$ cat config.mk
export PLATFORM = sky130hd
export DESIGN_NAME = smcr_misc_regs
export DESIGN_NICKNAME = d
export VERILOG_FILES = /design/src/smcr_pkg.sv /design/src/smcr_sync2.sv /design/src/smcr_misc_regs.sv
export SDC_FILE = /design/constraint.sdc
export NUM_CORES = 1
export LEC_CHECK = 0
export BUFFER_PORTS_ARGS = -buffer_cell sky130_fd_sc_hd__buf_2
export CAP_MARGIN = 25
export CORE_MARGIN = 2
export CORE_UTILIZATION = 50
export CTS_CLUSTER_DIAMETER = 40
export DETAILED_ROUTE_END_ITERATION = 10
export PLACE_DENSITY = 0.73
export SYNTH_ARGS = -nofsm -noshare
export SYNTH_HDL_FRONTEND = slang
export SYNTH_SLANG_ARGS = --single-unit
$ cat constraint.sdc
create_clock -name sys_clk_i -period 3.5 [get_ports sys_clk_i]
set_input_delay 0.525 -clock sys_clk_i [delete_from_list [all_inputs] [get_ports sys_clk_i]]
set_output_delay 0.525 -clock sys_clk_i [all_outputs]
set_load 0.005 [all_outputs]
$ cat src/smcr_pkg.sv
// Package for the misc configuration register slice: offsets, fields, resets.
// Assumes a 16-bit register port with one-cycle strobes on a single clock.
package smcr_pkg;
  // ==========================================================================
  // Register offsets (word index on the register port)
  localparam logic [3:0] SMCR_ADDR_MASK_STATE = 4'h0;
  localparam logic [3:0] SMCR_ADDR_SCRATCH_A = 4'h1;
  localparam logic [3:0] SMCR_ADDR_SCRATCH_B = 4'h2;
  localparam logic [3:0] SMCR_ADDR_WAKE_ID = 4'h3;
  localparam logic [3:0] SMCR_ADDR_EVENTS = 4'h4;
  localparam int SMCR_ADDR_W = 4;
  localparam int SMCR_DATA_W = 16;
  // ==========================================================================
  // Field positions
  localparam int SMCR_BIT_THERMAL = 0;
  localparam int SMCR_BIT_TXTO = 1;
  localparam int SMCR_STATE_LSB = 2;
  localparam int SMCR_STATE_W = 3;
  localparam int SMCR_REQ_W = 8;
  localparam int SMCR_CFG_LSB = 8;
  localparam int SMCR_CFG_W = 7;
  // ==========================================================================
  // Reset values and masks
  localparam logic [15:0] SMCR_RESET_WORD = 16'h0000;
  localparam logic [1:0] SMCR_RESET_PAIR = 2'h0;
  localparam logic [7:0] SMCR_RESET_REQ = 8'h00;
  localparam logic [6:0] SMCR_RESET_CFG = 7'h00;
  localparam logic [2:0] SMCR_RESET_STATE = 3'h0;
  // ==========================================================================
  // Transceiver state codes
  typedef enum logic [2:0] {
    SMCR_XS_OFF = 3'b000,
    SMCR_XS_WAKE_CAPABLE = 3'b001,
    SMCR_XS_INVALID_2 = 3'b010,
    SMCR_XS_OFF_ALT = 3'b011,
    SMCR_XS_INVALID_4 = 3'b100,
    SMCR_XS_LISTEN_ONLY = 3'b101,
    SMCR_XS_INVALID_6 = 3'b110,
    SMCR_XS_ACTIVE = 3'b111
  } smcr_xcvr_state_t;
endpackage

$ cat src/smcr_sync2.sv
// Two-flop synchroniser for a vector of asynchronous levels.
// Assumes inputs come from outside the clock domain.
`timescale 1ns/10ps
module smcr_sync2 #(
  parameter int WIDTH = 1
) (
  input wire logic clk_i,
  input wire logic rst_n_i,
  input wire logic [WIDTH-1:0] async_i,
  output logic [WIDTH-1:0] sync_o
);
  typedef struct packed {
    logic [WIDTH-1:0] meta;
    logic [WIDTH-1:0] stable;
  } smcr_sync_state_t;
  smcr_sync_state_t state_reg;
  smcr_sync_state_t state_next;

  // ==========================================================================
  // First stage feeds only the second
  always_comb
  begin
    state_next = state_reg;
    state_next.meta = async_i;
    state_next.stable = state_reg.meta;
  end

  always_ff @(posedge clk_i or negedge rst_n_i)
  begin
    if (!rst_n_i)
    begin
      state_reg <= '0;
    end
    else
    begin
      state_reg <= state_next;
    end
  end

  assign sync_o = state_reg.stable;
endmodule // smcr_sync2

$ cat src/smcr_misc_regs.sv
// Misc configuration register slice of the basis chip: transceiver mask and
// state, two scratch words, wake-pin identification configuration, events.
// Assumes transceiver status levels arrive asynchronously from analog logic.
//
// The implementer's own choices: the placing of the registers and the address-and-strobe port.
`timescale 1ns/10ps
module smcr_misc_regs
  import smcr_pkg::*;
(
  input wire logic sys_clk_i,
  input wire logic rst_n_i,
  input wire logic [SMCR_ADDR_W-1:0] reg_addr_i,
  input wire logic [SMCR_DATA_W-1:0] reg_wdata_i,
  input wire logic reg_wr_i,
  input wire logic reg_rd_i,
  output logic [SMCR_DATA_W-1:0] reg_rdata_o,
  input wire logic thermal_shutdown_i,
  input wire logic tx_timeout_i,
  input wire logic [SMCR_STATE_W-1:0] transceiver_state_i,
  output logic irq_o,
  output logic [3:0] pin3_pull_req_o,
  output logic [3:0] pin2_pull_req_o,
  output logic pin3_ident_select_o,
  output logic pin2_ident_select_o,
  output logic pin3_high_current_o,
  output logic pin2_high_current_o,
  output logic pin3_threshold_select_o,
  output logic pin2_threshold_select_o,
  output logic failsafe_threshold_select_o
);
  // ==========================================================================
  // Reset release
  logic [1:0] rst_pipe_reg;
  logic rst_n;

  always_ff @(posedge sys_clk_i or negedge rst_n_i)
  begin
    if (!rst_n_i)
    begin
      rst_pipe_reg <= 2'h0;
    end
    else
    begin
      rst_pipe_reg <= {rst_pipe_reg[0], 1'b1};
    end
  end

  assign rst_n = rst_pipe_reg[1];

  // ==========================================================================
  // Status synchronisers: analog levels cross into the clock domain
  logic [4:0] status_sync;

  smcr_sync2 #(
    .WIDTH(5)
  ) u_status_sync (
    .clk_i(sys_clk_i),
    .rst_n_i(rst_n),
    .async_i({transceiver_state_i, tx_timeout_i, thermal_shutdown_i}),
    .sync_o(status_sync)
  );

  // ==========================================================================
  // State of the slice
  typedef struct packed {
    logic [1:0] irq_mask;
    logic [SMCR_STATE_W-1:0] xcvr_state;
    logic [1:0] events;
    logic [1:0] status_prev;
    logic [SMCR_DATA_W-1:0] scratch_a;
    logic [SMCR_DATA_W-1:0] scratch_b;
    logic [SMCR_CFG_W-1:0] cfg;
    logic [SMCR_REQ_W-1:0] pull_req;
    logic [SMCR_DATA_W-1:0] rdata;
    logic irq;
  } smcr_state_t;

  smcr_state_t state_reg;
  smcr_state_t state_next;

  logic [1:0] status_now;
  logic [1:0] status_rise;
  logic [1:0] wr_clear;
  logic [SMCR_DATA_W-1:0] read_word;

  assign status_now = status_sync[1:0];
  assign status_rise = status_now & ~state_reg.status_prev;

  // ==========================================================================
  // Write-one-to-clear strobes for the event flags
  always_comb
  begin
    wr_clear = 2'h0;
    if (reg_wr_i && (reg_addr_i == SMCR_ADDR_EVENTS))
    begin
      wr_clear = reg_wdata_i[1:0];
    end
  end

  // ==========================================================================
  // Read multiplexer; unmapped addresses read zero
  always_comb
  begin
    read_word = SMCR_RESET_WORD;
    unique case (reg_addr_i)
      SMCR_ADDR_MASK_STATE:
      begin
        read_word[SMCR_BIT_THERMAL] = state_reg.irq_mask[0];
        read_word[SMCR_BIT_TXTO] = state_reg.irq_mask[1];
        read_word[SMCR_STATE_LSB +: SMCR_STATE_W] = state_reg.xcvr_state;
      end
      SMCR_ADDR_SCRATCH_A:
      begin
        read_word = state_reg.scratch_a;
      end
      SMCR_ADDR_SCRATCH_B:
      begin
        read_word = state_reg.scratch_b;
      end
      SMCR_ADDR_WAKE_ID:
      begin
        // Request strobes are write-only and read back as zero
        read_word[SMCR_CFG_LSB +: SMCR_CFG_W] = state_reg.cfg;
      end
      SMCR_ADDR_EVENTS:
      begin
        read_word[1:0] = state_reg.events;
      end
      default:
      begin
        read_word = SMCR_RESET_WORD;
      end
    endcase
  end

  // ==========================================================================
  // Next-state logic
  always_comb
  begin
    state_next = state_reg;
    state_next.status_prev = status_now;
    state_next.xcvr_state = status_sync[4:2];
    state_next.pull_req = SMCR_RESET_REQ;
    // Events latch on rising status; a new event wins over a clear
    state_next.events = (state_reg.events & ~wr_clear) | status_rise;
    if (reg_wr_i)
    begin
      unique case (reg_addr_i)
        SMCR_ADDR_MASK_STATE:
        begin
          state_next.irq_mask = reg_wdata_i[1:0];
        end
        SMCR_ADDR_SCRATCH_A:
        begin
          state_next.scratch_a = reg_wdata_i;
        end
        SMCR_ADDR_SCRATCH_B:
        begin
          state_next.scratch_b = reg_wdata_i;
        end
        SMCR_ADDR_WAKE_ID:
        begin
          // One-cycle pulses; a zero bit leaves the resistor alone
          state_next.pull_req = reg_wdata_i[SMCR_REQ_W-1:0];
          state_next.cfg = reg_wdata_i[SMCR_CFG_LSB +: SMCR_CFG_W];
        end
        default:
        begin
          state_next.irq_mask = state_reg.irq_mask;
        end
      endcase
    end
    state_next.rdata = reg_rd_i ? read_word : SMCR_RESET_WORD;
    // Mask bit 1 inhibits; computed from next flags so irq tracks them
    state_next.irq = |(state_next.events & ~state_next.irq_mask);
  end

  always_ff @(posedge sys_clk_i or negedge rst_n)
  begin
    if (!rst_n)
    begin
      state_reg <= '0;
    end
    else
    begin
      state_reg <= state_next;
    end
  end

  // ==========================================================================
  // Outputs straight from flops
  assign reg_rdata_o = state_reg.rdata;
  assign irq_o = state_reg.irq;
  assign pin3_pull_req_o = state_reg.pull_req[3:0];
  assign pin2_pull_req_o = state_reg.pull_req[7:4];
  assign pin3_ident_select_o = state_reg.cfg[0];
  assign pin2_ident_select_o = state_reg.cfg[1];
  assign pin3_high_current_o = state_reg.cfg[2];
  assign pin2_high_current_o = state_reg.cfg[3];
  assign pin3_threshold_select_o = state_reg.cfg[4];
  assign pin2_threshold_select_o = state_reg.cfg[5];
  assign failsafe_threshold_select_o = state_reg.cfg[6];
endmodule // smcr_misc_regs

==> results.ini, run 1 <==
[status]
outcome=finished clean

[sta]
setup_violations=0
slew_violations=0
hold_violations=0
period_needed_ns=1.96
post-route-period-util=0.561
finalClockSkew_ns=0.00814
timing.fmax_ghz=0.509
grt_setup_unrepaired=no
fin_tns_setup_ns=0
max_slew_margin=0.537
worst_pin_slew_ns=0.694

[power_and_ir_drop]
cell_internal_pwr_mw=1.62
switching_share=0.251
p_per_area_nw_per_um2=562
ir_worst_vdd_v=0.000317
power_frac_comb=0.133
pwr-share-seq=0.547
p_sw_uw=543
leakage_nw=1.93
p_clk_frac=0.320

[job]
drv_cap=0

[cells_and_area]
layout_commonest_cell=dfrtp_1
nets=314
largest_register_ffs=41
antenna_cells=0
drive_gt1_frac=0.445
fin_area_um2=3840
area_growth_pct=10.6
final_cell_mix=dfrtp_1, buf_2, mux2_2

[grt]
grt_util_all_layers=0.173
first_global_vias=1965
grt_pass1_wl_um=9870
overflow=0
antenna_found_initial=0
grt_max_degree=84

[clocking]
cts_resized=0
clkSinkCount=85
clock_path_buffers=2
cts-hold-fix-buffers=1
root_buffer=clkbuf_8
cts.clk_slew.worst_paths_ns=0.09
ctsHtreeMaxLevel=3
cts_tree=done
numCtsBuffers=9
cts_setup_buffers=0
clk_latency_ns=0.35

[critical_path]
cp.arrival_ns=2.20
crit_type=in -> reg
cp.required_ns=3.74
critPathLaunchType=primary input
r2r_setup_slack_ns=2.41
cp_max_fo=18
end_kind=register

[yosys]
syn_area_um2=3480
synth-seq-cells=85
synth_cell_types=29
netlist_instances=247
synth_nets=276
ys_seq_area_frac=0.612
syn_area_per_cell_um2=14.1
yosys_warnings=0

[worst_hold_path]
min_path_type=reg -> async

[die]
die_w_um=87.4
floorplan.initialDensity=0.514
die_h_um=87.4
core_area_um2=6760
die-area_um2=7630
ios=61
num_rows=30

[drt]
firstDrtPassIters=4
drtIter0Drc=78
vias=1907
wl_um=5900
drc=0
ant_nets=0
vias_per_cell=5.15
drt-wirelength-per-cell_um=16.0

[placed_design]
port_buffers=60
placed_area_um2=3610
routabilityCongestion=0.797
dp.final_hpwl_um=3810

## synthesized netlist by cell type, drive strengths merged
cell type | count | area (um2)
a22o | 2 | 17.5
conb | 1 | 3.75
maj3 | 1 | 10.0
a32o | 1 | 10.0
nand3 | 4 | 25.0
buf | 32 | 264
nand2 | 5 | 26.3
nor2b | 5 | 38.8
o21a | 2 | 15.0
inv | 3 | 11.3
mux2 | 46 | 563
a22oi | 13 | 97.6
clkbuf | 4 | 15.0
nor3b | 2 | 26.3
nor4 | 2 | 12.5
and2 | 8 | 50.1
nor2 | 19 | 71.3
nor3 | 2 | 10.0
dfrtp | 85 | 2130
a21oi | 3 | 15.0
and3 | 1 | 6.26
mux2i | 6 | 60.1
## kinds of logic after synthesis
family	Yosys count	synth area share
buffers and inverters	39	0.0835
other	1	0.00108
multiplexers	52	0.179
adder cells (fa/ha/maj)	1	0.00288
AND/OR/NAND/NOR	48	0.0767
flip-flops	85	0.612
AO/OA/AOI/OAI	21	0.0446
## per-layer routing
metal / part of all wire / up-vias / GRT usage / routed length [um]
met5: 0 / - / 0 / 0
met4: 0.017 / 0 / 0.0853 / 103
met3: 0.040 / 11 / 0.0436 / 234
met2: 0.48 / 41 / 0.265 / 2840
met1: 0.46 / 961 / 0.229 / 2720
li1: - / 894 / - / -
## power groups by stage
stage,clock network (mW),registers [mW],logic (mW)
after global routing,0.756,1.20,0.319
after global placement,0,1.21,0.261
after CTS,0.709,1.20,0.272
after floorplan,0,1.19,0.207
after detailed placement,0,1.21,0.271
final,0.690,1.18,0.287
## critical path: stages
cell     delay, ns
buf_2         0.35
nor2b_4       0.28
and3_1        0.63
mux2_2        0.41
## per-stage QoR
stage / cells / setup WS (ns) / hold WS [ns] / power (mW) / util
6_report: 370 / 1.54 / 0.192 / 2.16 / 0.569
3_3_place_gp: 352 / 1.18 / 0.309 / 1.47 / 0.534
5_1_grt: 370 / 1.45 / 0.210 / 2.27 / 0.569
3_5_place_dp: 352 / 1.15 / 0.310 / 1.49 / 0.534
4_1_cts: 369 / 1.53 / 0.262 / 2.18 / 0.565
2_1_floorplan: 247 / 0.957 / 0.229 / 1.40 / -
## worst paths after layout
path                                              from                           to  depth (start not counted)
max                                      reg_addr_i[0]          pin2_high_current_o                          4
min                                    rst_pipe_reg[1]                state_reg[59]                          0
max reg2reg                failsafe_threshold_select_o              reg_rdata_o[14]                          3
min reg2reg                            rst_pipe_reg[1]                state_reg[59]                          0
max in group asynchronous              rst_pipe_reg[1]                state_reg[67]                          1
min in group sys_clk_i          transceiver_state_i[2]  u_status_sync.state_next[4]                          1
## area by class of cell
type | instances | area, um2
tap | 80 | 100
clock inverter | 7 | 73.8
multi-input combinational | 123 | 1060
fill | 562 | 2910
clock buffer | 9 | 124
timing repair buffer | 63 | 345
sequential | 85 | 2130
inverter | 3 | 11.3
Note: power is estimated with default switching activity, not from simulation.
==> run 2, diff against run 1 <==
--- a/config.mk
+++ b/config.mk
@@ -5,13 +5,14 @@
 export SDC_FILE = /design/constraint.sdc
 export NUM_CORES = 1
 export LEC_CHECK = 0
+export ABC_AREA = 1
 export BUFFER_PORTS_ARGS = -buffer_cell sky130_fd_sc_hd__buf_2
 export CAP_MARGIN = 25
 export CORE_MARGIN = 2
 export CORE_UTILIZATION = 50
 export CTS_CLUSTER_DIAMETER = 40
 export DETAILED_ROUTE_END_ITERATION = 10
-export PLACE_DENSITY = 0.73
+export PLACE_DENSITY = 0.75
 export SYNTH_ARGS = -nofsm -noshare
 export SYNTH_HDL_FRONTEND = slang
 export SYNTH_SLANG_ARGS = --single-unit
==> constraint.sdc (replaced) <==
create_clock -name sys_clk_i -period 1.6 [get_ports sys_clk_i]
set_input_delay 0.24 -clock sys_clk_i [delete_from_list [all_inputs] [get_ports sys_clk_i]]
set_output_delay 0.24 -clock sys_clk_i [all_outputs]
set_load 0.005 [all_outputs]
==> results.ini, run 2 <==
[drt]
vias=2375  ; +25%
drtIter0Drc=161  ; +110%
vias_per_cell=4.82  ; -6.5%
drc=0  ; unchanged
firstDrtPassIters=4  ; unchanged
wl_um=6240  ; +5.7%
ant_nets=0  ; unchanged
drt-wirelength-per-cell_um=12.7  ; -21%

[sta]
max_slew_margin=0.655  ; +0.118
slew_violations=0  ; unchanged
period_needed_ns=1.14
setup_violations=0  ; unchanged
grt_setup_unrepaired=no
worst_pin_slew_ns=0.515  ; -0.178 ns
post-route-period-util=0.716
hold_violations=0  ; unchanged
fin_tns_setup_ns=0  ; unchanged
layout_setup_ws_ns=0.455  ; -1.08 ns
finalClockSkew_ns=0.00681  ; -0.00133 ns
timing.fmax_ghz=0.873

[critical_path]
cp.arrival_ns=0.90  ; -1.30 ns
end_kind=primary output
crit_slowest_cell=dfrtp_1
crit_type=reg -> out
critPathLaunchType=register
cp.depth=1  ; -3
reg2reg_depth=4  ; +1
critical-path-max-stage-delay_ns=0.43  ; -0.20 ns
cp.required_ns=1.36  ; -2.38 ns
critical_path.top_delay_family=flip-flops
path_cells=buf_2
critPathBufInv=1  ; unchanged
cp_max_fo=3  ; -15

[die]
die-area_um2=7530  ; -1.3%
die_w_um=86.8  ; -0.67%
core_area_um2=6720  ; -0.56%
floorplan.initialDensity=0.510  ; -0.00439
num_rows=30  ; unchanged
ios=61  ; unchanged
die_h_um=86.8  ; -0.67%

[placed_design]
port_buffers=60  ; unchanged
dp.final_hpwl_um=4360  ; +15%
routabilityCongestion=0.824  ; +3.4%
pre_cts_ws_ns=0.189  ; -0.966 ns
placed_area_um2=3670  ; +1.8%

[cells_and_area]
nets=437  ; +39%
fill_cells=579  ; +3.0%
drive_gt1_frac=0.249  ; -0.195
largest_register_ffs=41  ; unchanged
layout_commonest_cell=nand2_1
antenna_cells=0  ; unchanged
final_util=0.586  ; +0.0175
multi_input_area_um2=891  ; -16%
area_growth_pct=15.0
fin_area_um2=3940  ; +2.5%
final_cell_mix=nand2_1, dfrtp_1, buf_2
seq_area_um2=2130  ; unchanged

[clocking]
cts.clk_slew.worst_paths_ns=0.08  ; about the same
cts_resized=0  ; unchanged
ctsHtreeMaxLevel=3  ; unchanged
cts_tree=done
root_buffer=clkbuf_8
clkSinkCount=85  ; unchanged
clock_path_buffers=2  ; unchanged
clk_latency_ns=0.34  ; about the same
numCtsBuffers=9  ; unchanged

[yosys]
synth_nets=385  ; +39%
ys.flop_type=dfrtp_1
netlist_instances=356  ; +44%
yosys-top-cells-count=nand2_1, dfrtp_1, inv_1, buf_4, o21ai_1
yosysMostFrequentCell=nand2_1
syn_area_um2=3430  ; -1.4%
synth_cell_types=18  ; -38%
ys_seq_area_frac=0.621  ; +0.00871
synth_top_area_share=0.621  ; +0.00871
synth-seq-cells=85  ; unchanged
ys_top_cells_by_area=dfrtp_1, nand2_1, buf_4, inv_1, o21ai_1
synth_edf_count=0  ; unchanged
synthArstFlopShare=1.00  ; unchanged
synth_top_area_cell=dfrtp_1
yosys_warnings=0  ; unchanged
syn_area_per_cell_um2=9.63  ; -32%

[worst_hold_path]
min_path_type=in -> reg
min_delay_path_depth=3

[grt]
grt_max_degree=34  ; -60%
overflow=0  ; unchanged
grt_pass1_wl_um=10900  ; +10%
first_global_vias=2363  ; +20%
grt_util_all_layers=0.188  ; +0.0150
antenna_found_initial=0  ; unchanged

[power_and_ir_drop]
p_per_area_nw_per_um2=1180  ; +110%
ir_worst_vdd_v=0.000503  ; +58%
power_mw=4.64  ; +120%
leakage_nw=2.19  ; +13%

[job]
drv_cap=0  ; unchanged

[status]
outcome=finished clean

## run 2: logic make-up (layout without fill, tap and decap cells)
group                  after synthesis  count (layout)  share of synthesized area
other                                1               1                    0.00109
flip-flops                          85              85                      0.621
AND/OR/NAND/NOR                    150             150                      0.179
AO/OA/AOI/OAI                       45              45                     0.0800
buffers and inverters               75             132                      0.119
## run 2: final timing paths
path / start / end / slack [ns]
max reg2reg: state_reg[48] / reg_rdata_o[0] / 0.72
min reg2reg: rst_pipe_reg[1] / state_reg[69] / 0.26
min: reg_wdata_i[7] / pin2_pull_req_o[3] / 0.16
max in group asynchronous: rst_pipe_reg[1] / pin2_pull_req_o[2] / 0.82
min in group asynchronous: rst_n_i / rst_pipe_reg[1] / 0.20
max: pin3_ident_select_o / pin3_ident_select_o / 0.46
## run 2: timing repair
| item | in CTS | in global routing |
|---|---|---|
| setup buffers | 0 | 0 |
| hold buffers | 6 | 0 |
| setup endpoints to repair | 0 | 0 |
| endpoints found under the hold margin | 7 | 0 |
## run 2: final cells by class
cell class              count  area share
flip-flops and latches     85       0.541
multi-input cells         196       0.226
repair buffers             76       0.117
inverters                  40      0.0381
clock buffers              12      0.0343
well taps                  80      0.0254
clock inverters             4      0.0184
## run 2: power by group
part / leakage (nW) / internal (mW) / switching [mW]
registers: 1.08 / 2.40 / 0.152
logic: 1.01 / 0.227 / 0.279
clock network: 0.101 / 0.879 / 0.705
## run 2: metal layers
metal	global-route usage	wire, um	vias up
met4	0.0866	105	0
met3	0.0448	335	10
met5	0	0	-
met1	0.254	2840	1115
met2	0.287	2960	76
li1	-	-	1174
## run 2: stage by stage
stage	hold WS, ns	cells
finish	0.158	493
global route	0.163	493
CTS	0.146	493
detailed placement	0.0274	471
global placement	0.0275	471
floorplan	-0.0556	356
==> run 3, diff against run 2 <==
--- a/config.mk
+++ b/config.mk
@@ -5,14 +5,14 @@
 export SDC_FILE = /design/constraint.sdc
 export NUM_CORES = 1
 export LEC_CHECK = 0
-export ABC_AREA = 1
+export ABC_AREA = 0
 export BUFFER_PORTS_ARGS = -buffer_cell sky130_fd_sc_hd__buf_2
 export CAP_MARGIN = 25
 export CORE_MARGIN = 2
 export CORE_UTILIZATION = 50
 export CTS_CLUSTER_DIAMETER = 40
 export DETAILED_ROUTE_END_ITERATION = 10
-export PLACE_DENSITY = 0.75
+export PLACE_DENSITY = 0.73
 export SYNTH_ARGS = -nofsm -noshare
 export SYNTH_HDL_FRONTEND = slang
 export SYNTH_SLANG_ARGS = --single-unit
==> constraint.sdc (replaced) <==
create_clock -name sys_clk_i -period 1.1 [get_ports sys_clk_i]
set_input_delay 0.165 -clock sys_clk_i [delete_from_list [all_inputs] [get_ports sys_clk_i]]
set_output_delay 0.165 -clock sys_clk_i [all_outputs]
set_load 0.005 [all_outputs]
==> results.ini, run 3 (synthesis results as in run 1) <==
[sta]
hold_violations=0  ; unchanged
grt_setup_unrepaired=no
timing.fmax_ghz=0.944
post-route-period-util=0.963
layout_setup_ws_ns=0.0411  ; -0.414 ns
holdWs_ns=0.0568  ; -0.101 ns
slew_violations=0  ; unchanged
finalClockSkew_ns=0.0118  ; +0.00499 ns
period_needed_ns=1.06
setup_violations=0  ; unchanged
fin_tns_setup_ns=0  ; unchanged

[cells_and_area]
antenna_cells=0  ; unchanged
fill_cells=566  ; -2.2%
layout_commonest_cell=dfrtp_1
final_cell_mix=dfrtp_1, buf_2, mux2_2
nets=337  ; -23%
fin_cells=393  ; -20%
largest_register_ffs=41  ; unchanged
area_growth_pct=15.7
fin_area_um2=4020  ; +2.1%
multi_input_area_um2=1070  ; +21%
seq_area_um2=2130  ; unchanged
final_util=0.595  ; +0.00878
drive_gt1_frac=0.473  ; +0.223

[drt]
vias_per_cell=4.99  ; +3.6%
ant_nets=0  ; unchanged
drtIter0Drc=98  ; -39%
firstDrtPassIters=5  ; +1
drt-wirelength-per-cell_um=15.7  ; +24%
drc=0  ; unchanged
vias=1961  ; -17%
wl_um=6160  ; -1.2%

[status]
outcome=finished clean

[critical_path]
cp.required_ns=0.94  ; -0.42 ns
end_kind=primary output
r2r_setup_slack_ns=0.07  ; -0.65 ns
path_cells=buf_2
cp.arrival_ns=0.89  ; about the same
critical_path.top_delay_family=flip-flops
crit_slowest_cell=dfrtp_1
critPathBufInv=1  ; unchanged
critPathLaunchType=register
critical-path-max-stage-delay_ns=0.41  ; -0.02 ns
cp_max_fo=3  ; unchanged
crit_type=reg -> out

[clocking]
cts_tree=done
clkSinkCount=85  ; unchanged
clk_latency_ns=0.35  ; about the same
ctsHtreeMaxLevel=3  ; unchanged
clock_path_buffers=2  ; unchanged
cts.clk_slew.worst_paths_ns=0.08  ; about the same
root_buffer=clkbuf_8
numCtsBuffers=9  ; unchanged
cts_resized=0  ; unchanged

[grt]
first_global_vias=2057  ; -13%
grt_max_degree=55  ; +62%
grt_util_all_layers=0.177  ; -0.0106
grt_pass1_wl_um=10100  ; -7.2%
antenna_found_initial=0  ; unchanged
overflow=0  ; unchanged

[job]
drv_cap=0  ; unchanged

[die]
die_w_um=87.4  ; +0.67%
die_h_um=87.4  ; +0.67%
num_rows=30  ; unchanged
floorplan.initialDensity=0.514  ; +0.00439
die-area_um2=7630  ; +1.4%
core_area_um2=6760  ; +0.56%
ios=61  ; unchanged

[placed_design]
port_buffers=60  ; unchanged
placed_area_um2=3790  ; +3.2%
dp.cells=371  ; -21%
pre_cts_ws_ns=-0.257  ; -0.446 ns
routabilityCongestion=0.797  ; -3.3%
dp.final_hpwl_um=4280  ; -1.8%

[power_and_ir_drop]
p_per_area_nw_per_um2=1660  ; +41%
leakage_nw=2.03  ; -7.3%
power_mw=6.66  ; +43%
ir_worst_vdd_v=0.000923  ; +84%

[worst_hold_path]
min_path_type=in -> reg

run 3: cell types whose count changed in the layout (fill, tap and decap cells not counted), sizes merged, moves of 5 or more:
cell,change
a22oi,+13
and2,+8
buf,+10
inv,-37
mux2,+46
mux2i,+6
nand2,-109
nand3,-10
nor2b,+5
o21ai,-41
run 3: repair_timing:
item                                   4_1_cts  5_1_grt
setup buffers                                0        0
endpoints found under the hold margin        7        0
hold buffers                                 6        0
run 3: worst paths after layout:
check                      cells past startpoint             endpoint                         from
hold reg to reg                                1        state_reg[62]              rst_pipe_reg[1]
hold / removal                                 2   pin2_pull_req_o[1]               reg_wdata_i[5]
min in group asynchronous                      2      rst_pipe_reg[1]                      rst_n_i
max in group asynchronous                      1  pin2_ident_select_o              rst_pipe_reg[1]
setup reg to reg                               3      reg_rdata_o[14]  failsafe_threshold_select_o
setup / recovery                               1  pin3_ident_select_o          pin3_ident_select_o
run 3: final cells by class:
class                   count  area share
flip-flops and latches     85       0.530
multi-input cells         123       0.267
repair buffers             86       0.133
clock buffers              12      0.0361
well taps                  80      0.0249
clock inverters             4     0.00622
inverters                   3     0.00280
run 3: where the power goes:
part           internal (mW)  total, mW  switching, mW
combinational          0.605      0.989          0.384
sequential              3.53       3.75          0.218
clock                  0.876       1.92           1.05
run 3: per-layer routing:
metal	track usage	up-vias	share of wire
met2	0.280	49	0.49
li1	-	939	-
met5	0	-	0
met3	0.0398	13	0.043
met4	0.0853	0	0.024
met1	0.232	960	0.45
